[src/core/lt_status_defs.vh]
// constants for the link training status block
// assumes inclusion by bare name from core design files
`ifndef LT_STATUS_DEFS_VH
`define LT_STATUS_DEFS_VH

`define LTS_ADDR_W          8
`define LTS_STATUS_OFF      8'h00
`define LTS_SYNC_OFF        8'h04
`define LTS_IRQ_STAT_OFF    8'h08
`define LTS_IRQ_MASK_OFF    8'h0C
`define LTS_COEF_OFF        8'h10
`define LTS_CTRL_OFF        8'h14
`define LTS_IRQ_MASK_RST    12'h000
`define LTS_CTRL_RST        32'h00000000
`define LTS_RESP_OKAY       2'b00
`define LTS_RESP_SLVERR     2'b10
`define LTS_ST_TRAIN        2'd1
`define LTS_ST_SEND_DATA    2'd2
`define LTS_ST_FAIL         2'd3
`define LTS_ST_IDLE         2'd0
`define LTS_TIMEOUT_MS      500
`define LTS_CLK_MHZ         200
`define LTS_TIMEOUT_CYC     (`LTS_TIMEOUT_MS * 1000 * `LTS_CLK_MHZ)
`define LTS_FRAME_CYC       16'h0100
`define LTS_SYNC_MARKER     16'hFF00
`define LTS_LOCK_FRAMES     4'h3

`endif

[src/core/lt_frame_detect.v]
// one lane: training frame marker detector on the received word stream
// assumes one 16-bit received word per aclk when valid
`include "lt_status_defs.vh"

module lt_frame_detect (
  input  wire        aclk,
  input  wire        aresetn,
  input  wire        word_valid,
  input  wire [15:0] word,
  output reg         marker_q
);
  always @(posedge aclk) begin
    if (!aresetn)
      marker_q <= 1'b0;
    else
      marker_q <= word_valid && (word == `LTS_SYNC_MARKER);
  end
endmodule

[src/core/lt_lane_fsm.v]
// one lane: training state tracker, frame start and partner fields
// assumes frame marker and control/status words arrive aligned to aclk
`include "lt_status_defs.vh"

module lt_lane_fsm #(
  parameter TIMEOUT_CYC = `LTS_TIMEOUT_CYC
) (
  input  wire        aclk,
  input  wire        aresetn,
  input  wire        start,
  input  wire        rx_marker_hit,
  input  wire        rx_ready,
  input  wire        rx_word_valid,
  input  wire [15:0] rx_ctrl_word,
  input  wire [15:0] rx_stat_word,
  output reg         active_q,
  output reg         done_q,
  output reg         timeout_q,
  output reg         sof_q,
  output reg         sync_q,
  output reg  [15:0] ctrl_q,
  output reg  [15:0] stat_q
);
  reg [1:0]  state_q;
  reg [31:0] tmo_cnt_q;
  reg [3:0]  lock_cnt_q;
  wire       expired;

  assign expired = (tmo_cnt_q == TIMEOUT_CYC - 1);

  always @(posedge aclk) begin
    if (!aresetn) begin
      state_q    <= `LTS_ST_IDLE;
      tmo_cnt_q  <= 32'h00000000;
      lock_cnt_q <= 4'h0;
      active_q   <= 1'b0;
      done_q     <= 1'b0;
      timeout_q  <= 1'b0;
      sof_q      <= 1'b0;
      sync_q     <= 1'b0;
      ctrl_q     <= 16'h0000;
      stat_q     <= 16'h0000;
    end else begin
      sof_q <= rx_marker_hit && (state_q == `LTS_ST_TRAIN);
      case (state_q)
        `LTS_ST_IDLE: begin
          if (start) begin
            state_q    <= `LTS_ST_TRAIN;
            tmo_cnt_q  <= 32'h00000000;
            lock_cnt_q <= 4'h0;
            active_q   <= 1'b1;
            done_q     <= 1'b0;
            timeout_q  <= 1'b0;
            sync_q     <= 1'b0;
          end
        end
        `LTS_ST_TRAIN: begin
          tmo_cnt_q <= tmo_cnt_q + 32'h00000001;
          if (rx_marker_hit && lock_cnt_q != `LTS_LOCK_FRAMES)
            lock_cnt_q <= lock_cnt_q + 4'h1;
          if (lock_cnt_q == `LTS_LOCK_FRAMES)
            sync_q <= 1'b1;
          if (rx_word_valid) begin
            ctrl_q <= rx_ctrl_word;
            stat_q <= rx_stat_word;
          end
          if (expired) begin
            state_q   <= `LTS_ST_FAIL;
            active_q  <= 1'b0;
            timeout_q <= 1'b1;
          end else if (rx_ready && sync_q) begin
            state_q  <= `LTS_ST_SEND_DATA;
            active_q <= 1'b0;
            done_q   <= 1'b1;
          end
        end
        `LTS_ST_SEND_DATA: begin
          if (!start)
            state_q <= `LTS_ST_IDLE;
        end
        `LTS_ST_FAIL: begin
          if (!start)
            state_q <= `LTS_ST_IDLE;
        end
        default: state_q <= `LTS_ST_IDLE;
      endcase
    end
  end
endmodule

[src/core/lt_status_top.v]
// four-lane link training status block with axi4-lite registers
// assumes receive words already decoded per lane, synchronous to aclk
//
// Notes on behaviour
// lane done flag on entering send data
// lane active flag while training runs
// lane timeout flag on training period expiry
// frame start strobe one cycle per frame
// frame sync flag once frames lock
// output last received preset request bit
// output last received initialize request bit
// three 2-bit tap requests per lane
// three 2-bit tap status fields per lane
// report receive recovery hold control
// reset clears status and partner fields
//
// The register offsets and the AXI4-Lite interface to the registers were decided locally.
`include "lt_status_defs.vh"

module lt_status_top #(
  parameter LANES       = 4,
  parameter TIMEOUT_CYC = `LTS_TIMEOUT_CYC
) (
  input  wire               aclk,
  input  wire               aresetn,
  input  wire [LANES-1:0]   train_start,
  input  wire [LANES-1:0]   rx_ready,
  input  wire [LANES-1:0]   rx_word_valid,
  input  wire [LANES*16-1:0] rx_word,
  input  wire [LANES*16-1:0] rx_ctrl_word,
  input  wire [LANES*16-1:0] rx_stat_word,
  output reg  [LANES-1:0]   lane_train_done,
  output reg  [LANES-1:0]   lane_train_active,
  output reg  [LANES-1:0]   lane_train_timeout,
  output reg  [LANES-1:0]   lane_train_frame_start,
  output reg  [LANES-1:0]   lane_train_frame_sync,
  output reg  [LANES-1:0]   partner_preset_req,
  output reg  [LANES-1:0]   partner_init_req,
  output reg  [LANES*2-1:0] partner_post_tap_req,
  output reg  [LANES*2-1:0] partner_main_tap_req,
  output reg  [LANES*2-1:0] partner_pre_tap_req,
  output reg  [LANES*2-1:0] partner_post_tap_status,
  output reg  [LANES*2-1:0] partner_main_tap_status,
  output reg  [LANES*2-1:0] partner_pre_tap_status,
  output reg                rx_recovery_hold_out,
  output reg                irq,
  input  wire [7:0]         s_axi_awaddr,
  input  wire               s_axi_awvalid,
  output reg                s_axi_awready,
  input  wire [31:0]        s_axi_wdata,
  input  wire [3:0]         s_axi_wstrb,
  input  wire               s_axi_wvalid,
  output reg                s_axi_wready,
  output reg  [1:0]         s_axi_bresp,
  output reg                s_axi_bvalid,
  input  wire               s_axi_bready,
  input  wire [7:0]         s_axi_araddr,
  input  wire               s_axi_arvalid,
  output reg                s_axi_arready,
  output reg  [31:0]        s_axi_rdata,
  output reg  [1:0]         s_axi_rresp,
  output reg                s_axi_rvalid,
  input  wire               s_axi_rready
);
  wire [LANES-1:0]    act_w;
  wire [LANES-1:0]    done_w;
  wire [LANES-1:0]    tmo_w;
  wire [LANES-1:0]    sof_w;
  wire [LANES-1:0]    sync_w;
  wire [LANES-1:0]    mark_w;
  wire [LANES*16-1:0] ctrl_w;
  wire [LANES*16-1:0] stat_w;
  reg  [LANES-1:0]    done_prev_q;
  reg  [LANES-1:0]    tmo_prev_q;
  reg  [LANES-1:0]    sync_prev_q;
  reg  [11:0]         irq_stat_q;
  reg  [11:0]         irq_mask_q;
  reg  [31:0]         ctrl_reg_q;
  reg  [LANES-1:0]    start_d;
  reg  [11:0]         irq_set_d;
  reg  [7:0]          aw_addr_q;
  reg  [31:0]         w_data_q;
  reg  [3:0]          w_strb_q;
  reg                 aw_have_q;
  reg                 w_have_q;
  reg  [31:0]         rd_d;
  reg                 rd_ok_d;
  reg  [11:0]         w1c_d;
  wire                wr_fire;

  genvar g;
  generate
    for (g = 0; g < LANES; g = g + 1) begin : lane
      lt_frame_detect u_det (
        .aclk       (aclk),
        .aresetn    (aresetn),
        .word_valid (rx_word_valid[g]),
        .word       (rx_word[g*16 +: 16]),
        .marker_q   (mark_w[g])
      );
      lt_lane_fsm #(.TIMEOUT_CYC(TIMEOUT_CYC)) u_fsm (
        .aclk          (aclk),
        .aresetn       (aresetn),
        .start         (start_d[g]),
        .rx_marker_hit (mark_w[g]),
        .rx_ready      (rx_ready[g]),
        .rx_word_valid (rx_word_valid[g]),
        .rx_ctrl_word  (rx_ctrl_word[g*16 +: 16]),
        .rx_stat_word  (rx_stat_word[g*16 +: 16]),
        .active_q      (act_w[g]),
        .done_q        (done_w[g]),
        .timeout_q     (tmo_w[g]),
        .sof_q         (sof_w[g]),
        .sync_q        (sync_w[g]),
        .ctrl_q        (ctrl_w[g*16 +: 16]),
        .stat_q        (stat_w[g*16 +: 16])
      );
      // partner word layout: [13] preset [12] init [5:4] post
      // [3:2] main [1:0] pre
      always @(posedge aclk) begin
        if (!aresetn) begin
          partner_preset_req[g]          <= 1'b0;
          partner_init_req[g]            <= 1'b0;
          partner_post_tap_req[g*2 +: 2] <= 2'b00;
          partner_main_tap_req[g*2 +: 2] <= 2'b00;
          partner_pre_tap_req[g*2 +: 2]  <= 2'b00;
          partner_post_tap_status[g*2 +: 2] <= 2'b00;
          partner_main_tap_status[g*2 +: 2] <= 2'b00;
          partner_pre_tap_status[g*2 +: 2]  <= 2'b00;
        end else begin
          partner_preset_req[g] <= ctrl_w[g*16+13];
          partner_init_req[g]   <= ctrl_w[g*16+12];
          partner_post_tap_req[g*2 +: 2] <= ctrl_w[g*16+4 +: 2];
          partner_main_tap_req[g*2 +: 2] <= ctrl_w[g*16+2 +: 2];
          partner_pre_tap_req[g*2 +: 2]  <= ctrl_w[g*16 +: 2];
          partner_post_tap_status[g*2 +: 2] <= stat_w[g*16+4 +: 2];
          partner_main_tap_status[g*2 +: 2] <= stat_w[g*16+2 +: 2];
          partner_pre_tap_status[g*2 +: 2]  <= stat_w[g*16 +: 2];
        end
      end
    end
  endgenerate

  // start from pin or software control bits
  always @* begin
    start_d = train_start | ctrl_reg_q[LANES-1:0];
  end

  // lane status outputs, registered
  always @(posedge aclk) begin
    if (!aresetn) begin
      lane_train_done        <= {LANES{1'b0}};
      lane_train_active      <= {LANES{1'b0}};
      lane_train_timeout     <= {LANES{1'b0}};
      lane_train_frame_start <= {LANES{1'b0}};
      lane_train_frame_sync  <= {LANES{1'b0}};
      rx_recovery_hold_out   <= 1'b0;
      done_prev_q            <= {LANES{1'b0}};
      tmo_prev_q             <= {LANES{1'b0}};
      sync_prev_q            <= {LANES{1'b0}};
    end else begin
      lane_train_done        <= done_w;
      lane_train_active      <= act_w;
      lane_train_timeout     <= tmo_w;
      lane_train_frame_start <= sof_w;
      lane_train_frame_sync  <= sync_w;
      // hold recovery while any lane trains or while forced by control bit 8
      rx_recovery_hold_out   <= ctrl_reg_q[8] | (|act_w);
      done_prev_q            <= done_w;
      tmo_prev_q             <= tmo_w;
      sync_prev_q            <= sync_w;
    end
  end

  // interrupt events: done, timeout, sync rising per lane
  always @* begin
    irq_set_d = {sync_w & ~sync_prev_q, tmo_w & ~tmo_prev_q,
                 done_w & ~done_prev_q};
  end

  assign wr_fire = aw_have_q && w_have_q && !s_axi_bvalid;

  always @* begin
    w1c_d = 12'h000;
    if (wr_fire && aw_addr_q == `LTS_IRQ_STAT_OFF && w_strb_q[0])
      w1c_d[7:0] = w_data_q[7:0];
    if (wr_fire && aw_addr_q == `LTS_IRQ_STAT_OFF && w_strb_q[1])
      w1c_d[11:8] = w_data_q[11:8];
  end

  // axi4-lite write path, address and data in either order
  always @(posedge aclk) begin
    if (!aresetn) begin
      s_axi_awready <= 1'b0;
      s_axi_wready  <= 1'b0;
      s_axi_bvalid  <= 1'b0;
      s_axi_bresp   <= `LTS_RESP_OKAY;
      aw_have_q     <= 1'b0;
      w_have_q      <= 1'b0;
      aw_addr_q     <= 8'h00;
      w_data_q      <= 32'h00000000;
      w_strb_q      <= 4'h0;
      irq_stat_q    <= 12'h000;
      irq_mask_q    <= `LTS_IRQ_MASK_RST;
      ctrl_reg_q    <= `LTS_CTRL_RST;
      irq           <= 1'b0;
    end else begin
      s_axi_awready <= !aw_have_q && !s_axi_awready && s_axi_awvalid;
      s_axi_wready  <= !w_have_q && !s_axi_wready && s_axi_wvalid;
      if (s_axi_awvalid && s_axi_awready) begin
        aw_have_q <= 1'b1;
        aw_addr_q <= s_axi_awaddr;
      end
      if (s_axi_wvalid && s_axi_wready) begin
        w_have_q <= 1'b1;
        w_data_q <= s_axi_wdata;
        w_strb_q <= s_axi_wstrb;
      end
      if (wr_fire) begin
        aw_have_q    <= 1'b0;
        w_have_q     <= 1'b0;
        s_axi_bvalid <= 1'b1;
        s_axi_bresp  <= `LTS_RESP_OKAY;
        case (aw_addr_q)
          `LTS_IRQ_MASK_OFF: begin
            if (w_strb_q[0])
              irq_mask_q[7:0] <= w_data_q[7:0];
            if (w_strb_q[1])
              irq_mask_q[11:8] <= w_data_q[11:8];
          end
          `LTS_CTRL_OFF: begin
            if (w_strb_q[0])
              ctrl_reg_q[7:0] <= w_data_q[7:0] & 8'h0F;
            if (w_strb_q[1])
              ctrl_reg_q[15:8] <= w_data_q[15:8] & 8'h01;
          end
          `LTS_IRQ_STAT_OFF: s_axi_bresp <= `LTS_RESP_OKAY;
          default: s_axi_bresp <= `LTS_RESP_SLVERR;
        endcase
      end else if (s_axi_bvalid && s_axi_bready) begin
        s_axi_bvalid <= 1'b0;
      end
      // set wins over write-one clear
      irq_stat_q <= (irq_stat_q & ~w1c_d) | irq_set_d;
      irq        <= |(irq_stat_q & irq_mask_q);
    end
  end

  // read mux
  always @* begin
    rd_d    = 32'h00000000;
    rd_ok_d = 1'b1;
    case (s_axi_araddr)
      `LTS_STATUS_OFF:
        rd_d[11:0] = {tmo_w, act_w, done_w};
      `LTS_SYNC_OFF:
        rd_d[7:0] = {sof_w, sync_w};
      `LTS_IRQ_STAT_OFF: rd_d[11:0] = irq_stat_q;
      `LTS_IRQ_MASK_OFF: rd_d[11:0] = irq_mask_q;
      `LTS_COEF_OFF:
        rd_d[31:0] = {partner_post_tap_req, partner_main_tap_req,
                      partner_pre_tap_req, partner_post_tap_status};
      `LTS_CTRL_OFF: rd_d = ctrl_reg_q;
      default: rd_ok_d = 1'b0;
    endcase
  end

  // axi4-lite read path
  always @(posedge aclk) begin
    if (!aresetn) begin
      s_axi_arready <= 1'b0;
      s_axi_rvalid  <= 1'b0;
      s_axi_rdata   <= 32'h00000000;
      s_axi_rresp   <= `LTS_RESP_OKAY;
    end else begin
      s_axi_arready <= !s_axi_arready && !s_axi_rvalid && s_axi_arvalid;
      if (s_axi_arvalid && s_axi_arready) begin
        s_axi_rvalid <= 1'b1;
        s_axi_rdata  <= rd_d;
        s_axi_rresp  <= rd_ok_d ? `LTS_RESP_OKAY : `LTS_RESP_SLVERR;
      end else if (s_axi_rvalid && s_axi_rready) begin
        s_axi_rvalid <= 1'b0;
      end
    end
  end
endmodule

[config.mk]
export PLATFORM = sky130hd
export DESIGN_NAME = lt_status_top
export DESIGN_NICKNAME = d
export VERILOG_FILES = /design/src/core/lt_frame_detect.v /design/src/core/lt_lane_fsm.v /design/src/core/lt_status_top.v
export VERILOG_INCLUDE_DIRS = /design/src /design/src/core
export SDC_FILE = /design/constraint.sdc
export NUM_CORES = 1
export LEC_CHECK = 0
export ABC_CLOCK_PERIOD_IN_PS = 2700
export BUFFER_PORTS_ARGS = -buffer_cell sky130_fd_sc_hd__buf_2
export CAP_MARGIN = 20
export CORE_AREA = 2 2 195 197
export DETAILED_ROUTE_END_ITERATION = 7
export DIE_AREA = 0 0 197 199
export PLACE_DENSITY = 0.79
export SKIP_LAST_GASP = 1
export SYNTH_ARGS = -nofsm -noshare
export SYNTH_HDL_FRONTEND = slang
export SYNTH_SLANG_ARGS = --single-unit
[constraint.sdc]
create_clock -name aclk -period 2.7 [get_ports aclk]
set_clock_uncertainty 0.2 [all_clocks]
set_input_delay 0.54 -clock aclk [delete_from_list [all_inputs] [get_ports aclk]]
set_output_delay 0.54 -clock aclk [all_outputs]
set_load 0.02 [all_outputs]
## Word-level counts from Yosys, hierarchy flattened

Index checks and enable logic that the tools add are counted.
W data, S select, Z words.

| storage, ports and cells | value |
|---|---|
| input bits | 263 |
| flip-flop bits (word level) | 428 |
| logic and storage cells | 385 |
| output and inout port bits | 119 |

| operators by class | value |
|---|---|
| eq/ne operators | 68 |
| bitwise gates (word level) | 13 |
| $add $sub $neg | 8 |
| muxes and demuxes | 100 |
| reductions and logical operators | 95 |

Operators with widths:

| operator | number |
|---|---|
| $pmux W32 S2 | 4 |
| $add A32 B1 Y32 const B | 4 |
| $eq A32 B27 Y1 const B | 4 |
| $mux W32 | 4 |
| $reduce_and A3 Y1 | 24 |
| $eq A16 B16 Y1 const B | 4 |
| $ne A2 B2 Y1 const B | 24 |
| $pmux W8 S6 | 1 |
| $mux W1 | 37 |
| $mux W2 | 18 |
| $mux W4 | 9 |
| $eq A8 B4 Y1 const B | 4 |
| $logic_and A1 B1 Y1 | 32 |
| $pmux W1 S2 | 16 |
| $pmux W4 S2 | 4 |
| $and A12 B12 Y12 | 2 |
| $eq A8 B5 Y1 const B | 3 |
| $pmux W2 S3 | 4 |
| $mux W20 | 1 |
| $pmux W4 S5 | 1 |
| $add A4 B1 Y4 const B | 4 |
| $eq A2 B2 Y1 const B | 8 |
| $eq A4 B2 Y1 const B | 4 |
| $ne A4 B2 Y1 const B | 4 |
| 23 further kinds | 64 |

## Depth between registers and ports, before layout

| logic depth | value |
|---|---|
| word-level depth | 8 |
| gate-level depth with buffers | 8 |
| depth with buffers taken out | 6 |

## Modules after synthesis

From an unflattened synthesis, not the netlist that was laid out.

| unflattened totals | value |
|---|---|
| cells, all modules | 2333 |
| area, all modules | 19685.1 µm² |

By module, submodules not included:

| module | times used | cells each | area an instance (µm²) |
|---|---|---|---|
| lt_lane_fsm at lane[0].u_fsm ... | 3 | 413 | 3278.1 |
| lt_status_top | 1 | 644 | 6163.4 |
| lt_lane_fsm at lane[3].u_fsm | 1 | 422 | 3397.0 |
| lt_frame_detect | 4 | 7 | 72.6 |

## Worst setup path before layout

OpenSTA, ideal clock, no wires.

| timing path | value |
|---|---|
| path type | input to register |
| start | in s_axi_araddr[1] |
| end | reg s_axi_rdata[16] |
| cell stages on the path | 7 |
| slack | 0.630 ns |
| path buffers | 2 |
| required time | 2.435 ns |
| data arrival time | 1.805 ns |
| path through | or2_2 clkbuf_1 nor3_2 and4_1 buf_4 a22oi_1 nor2_1 |

| between the ends | value |
|---|---|
| word-level cells in the longest chain between the ends | 2 |

RTL lines:

| element | RTL line | text |
|---|---|---|
| start, declared | lt_status_top.v:57 | `input wire [7:0] s_axi_araddr,` |
| $eq A8 B5 Y1 | lt_status_top.v:253 | `case (s_axi_araddr)` |
| $mux W20 | n/a |  |
| end signal, assigned | lt_status_top.v:279 | `s_axi_rdata <= rd_d;` |
| end, declared | lt_status_top.v:60 | `output reg [31:0] s_axi_rdata,` |

Every way passes these cells.
A chain may end at the register's enable or synchronous reset.

## Worst setup path in the final report

| timing path | value |
|---|---|
| start | reg lane[2].u_fsm.tmo_cnt_q[0] |
| end | reg lane[2].u_fsm.tmo_cnt_q[26] |

| between the ends | value |
|---|---|
| word-level cells in the longest chain between the ends | 2 |

RTL lines:

| element | RTL line | text |
|---|---|---|
| start, declared | lt_lane_fsm.v:25 | `reg [31:0] tmo_cnt_q;` |
| start signal, assigned | lt_lane_fsm.v:58 | `tmo_cnt_q <= tmo_cnt_q + 32'h00000001;` |
| $add A32 B1 Y32 | lt_lane_fsm.v:58 |  |
| $pmux W32 S2 | lt_lane_fsm.v:45 | `case (state_q)` |

Every way passes these cells.

==> flow_metrics.tcl <==
set metrics [dict create \
    stdcell_count 2703 \
    routed-via-count 15200 \
    async_flop_share_pct 0 \
    first_iter_violations 1102 \
    cpMostUsedCell "nand4_1" \
    numCtsBuffers 43 \
    yosys-top-cells-area "dfxtp_1 (49%), nand2_1 (5.2%), a21oi_1 (5.0%), nor2_1 (4.6%), nand3_1 (3.6%)" \
    clock_sinks 402 \
    drt_wl_total_mm 47.0 \
    grt_remaining_overflow 0 \
    cts.htree.levels 2 \
    drive_gt1_share_pct 20.7 \
    worst_pin_slew_ps 760 \
    synth.distinct_cells 77 \
    antenna_found_initial 6 \
    synth_common_cells "dfxtp_1 (402), nand2_1 (230), nor2_1 (202)" \
    rr_worst_depth 6 \
    drv_cap 0 \
    grt_pass1_wl_mm 74.7 \
    cts_tree "built" \
    min_from "s_axi_arvalid" \
    syn_inst 1925 \
    whs_ps 37.9 \
    seq_area_frac_synth_pct 48.6 \
    drc 0 \
    reg2reg_to "lane[2].u_fsm.tmo_cnt_q[26]$_SDFFE_PN0P_" \
    worstHoldPathCells 3 \
    dieArea_um2 39200 \
    maxSlewHeadroom_pct 49.2 \
    p_leak_nw 8.60 \
    coreArea_um2 37100 \
    dp_hpwl_mm 33.8 \
    cts_setup_buffers 0 \
    setup_violations 0 \
    vdd_drop_max_uv 545 \
    rsz0062_at_grt "no" \
    final_core_util_pct 54.0 \
    port_buffers 285 \
    holdBufCountCts 0 \
    yosys_warnings 0 \
    synth_top_cell_by_area "dfxtp_1" \
    grt_max_degree 58 \
    path_clk_slew_ps 60 \
    syn_to_final_growth_pct 21.0 \
    critPathSlowestCell "nand4_1" \
    status "finished, final reports clean" \
    fin_nets 2460 \
    cts.path.max_buffers 3 \
    ios 382 \
    grt_usage_pct 23.4 \
    yosysMostFrequentCell "dfxtp_1" \
    hold_viol_final 0 \
    synth_edf_count 0 \
    layout_worst_path_cycle_share_pct 90.4 \
    critPathKind "reg2reg" \
    whs_endpoint "s_axi_arready$_SDFF_PN0_" \
    hold_class "in2reg" \
    fmax_mhz 410 \
    timing.rr.start "lane[2].u_fsm.tmo_cnt_q[0]$_SDFFE_PN0P_" \
    grt_pass1_vias 14700 \
    powerDensity_nw_per_um2 669 \
    rows 71 \
    ctsResizeCount 0 \
    critical-path-top-delay-family "simple AND/OR/NAND/NOR gates" \
    die_h_um 199 \
    tns_ps 0 \
    start_util_pct 44.6 \
    viasPerCell 5.63 \
    cp_max_fo 9 \
    end_kind "register" \
    slew_violations 0 \
    cts_root_buffer "clkbuf_16" \
    cp_data_required_time_ps 2970 \
    crit_buf_inv 0 \
    dr.pass1.iters 5 \
    cp.arrival_ps 2710 \
    insertion_delay_ps 540 \
    syn_avg_cell_area_um2 8.60 \
    post-synth-top-area-fraction_pct 48.6 \
    gp_congestion 0.897 \
    syn-cell-area_um2 16600 \
    synthFlopType "dfxtp_1" \
    rrSetupSlack_ps 260 \
    cp-start-kind "register" \
    placed_cells 2618 \
    period_needed_ps 2440 \
    antenna_left 0 \
    critical_path.cell_chain "ha_1 -> nand4_1 -> nor4_1 -> nand4_1 -> nor3_1 -> mux2i_1" \
    die_x_um 197 \
    avgRoutedWirePerCell_um 17.4 \
    slowest_delay_ps 420 \
    yosys_register_bits 402 \
]
-- worst max path at each step --
stage	start	end	slack, ps	depth (start not counted)
finish	lane[2].u_fsm.tmo_cnt_q[0]$_SDFFE_PN0P_	lane[2].u_fsm.tmo_cnt_q[26]$_SDFFE_PN0P_	260	6
global route	lane[2].u_fsm.tmo_cnt_q[0]$_SDFFE_PN0P_	lane[2].u_fsm.tmo_cnt_q[26]$_SDFFE_PN0P_	20	6
CTS	lane[2].u_fsm.tmo_cnt_q[0]$_SDFFE_PN0P_	lane[2].u_fsm.tmo_cnt_q[26]$_SDFFE_PN0P_	260	6
detailed placement	lane[2].u_fsm.tmo_cnt_q[0]$_SDFFE_PN0P_	lane[2].u_fsm.tmo_cnt_q[26]$_SDFFE_PN0P_	290	6
global placement	lane[2].u_fsm.tmo_cnt_q[0]$_SDFFE_PN0P_	lane[2].u_fsm.tmo_cnt_q[26]$_SDFFE_PN0P_	400	6
floorplan	s_axi_araddr[1]	s_axi_rdata[16]$_SDFFE_PN0P_	630	7
-- placed cells by master, fill, tap and decap left out, types with 44 or more instances in the layout --
cell	netlist	layout
buf_2	10	284
nand2_1	230	230
inv_1	73	73
clkbuf_16	0	44
dfxtp_1	402	402
nand3_1	120	120
o21ai_0	53	53
nor2_1	202	202
nand4_1	45	45
a21oi_1	165	165
-- routing by layer --
| layer | GRT usage [%] | routed length (um) | up-vias |
|---|---|---|---|
| met5 | 0 | 13 | - |
| met4 | 9.08 | 1700 | 2 |
| met3 | 5.22 | 3610 | 107 |
| met2 | 39.4 | 21900 | 570 |
| met1 | 29.4 | 19800 | 7176 |
| li1 | - | - | 7362 |
-- tightest hold or removal path: stages --
cell,delay (ps)
buf_2,110
nand2_1,50
nor3_1,30
-- stage by stage --
step                      cell area, um2  setup WS, ps  power [W]
after global placement             18500           397    0.00706
after CTS                          20000           257     0.0135
after detailed placement           18500           287    0.00709
after global routing               20000          19.1     0.0139
final                              20000           260     0.0134
after floorplan                    16600           630    0.00672
-- cells by family after synthesis --
logic type,count (synthesis),share of synthesized area (%)
adders and majority gates,9,0.665
other,1,0.0226
buffers and inverters,176,4.22
muxes,64,4.11
DFF,402,48.6
AOI/OAI and AO/OA,392,15.0
and+or+nand+nor,873,27.0
xor gates and xnor gates,8,0.423
-- sequential cells by signal, summed over array words and instances (netlist names), 5 cells and up --
signal                   cells
partner_pre_tap_status       8
partner_main_tap_req         8
lane.u_fsm.state_q           8
partner_main_tap_status      8
irq_stat_q                  12
partner_post_tap_status      8
lane.u_fsm.tmo_cnt_q       128
lane.u_fsm.lock_cnt_q       16
partner_post_tap_req         8
s_axi_rdata                 32
lane.u_fsm.stat_q           24
ctrl_reg_q                   5
aw_addr_q                    8
irq_mask_q                  12
lane.u_fsm.ctrl_q           32
partner_pre_tap_req          8
w_data_q                    12
-- layout make-up --
class | count | area, um2
tap | 474 | 593
clock inverter | 22 | 340
antenna | 5 | 12.5
sequential | 402 | 8050
clock buffer | 58 | 1230
timing repair buffer | 320 | 1720
fill | 3347 | 17100
inverter | 74 | 280
multi-input combinational | 1348 | 7820
-- report_power, final --
part	total [W]	internal, W	leakage [nW]	switching [W]
sequential	0.00617	0.00608	3.26	0.0000931
combinational	0.000798	0.000282	4.57	0.000515
clock	0.00643	0.00399	0.773	0.00244
No activity file was read; power rests on OpenSTA's default activity.
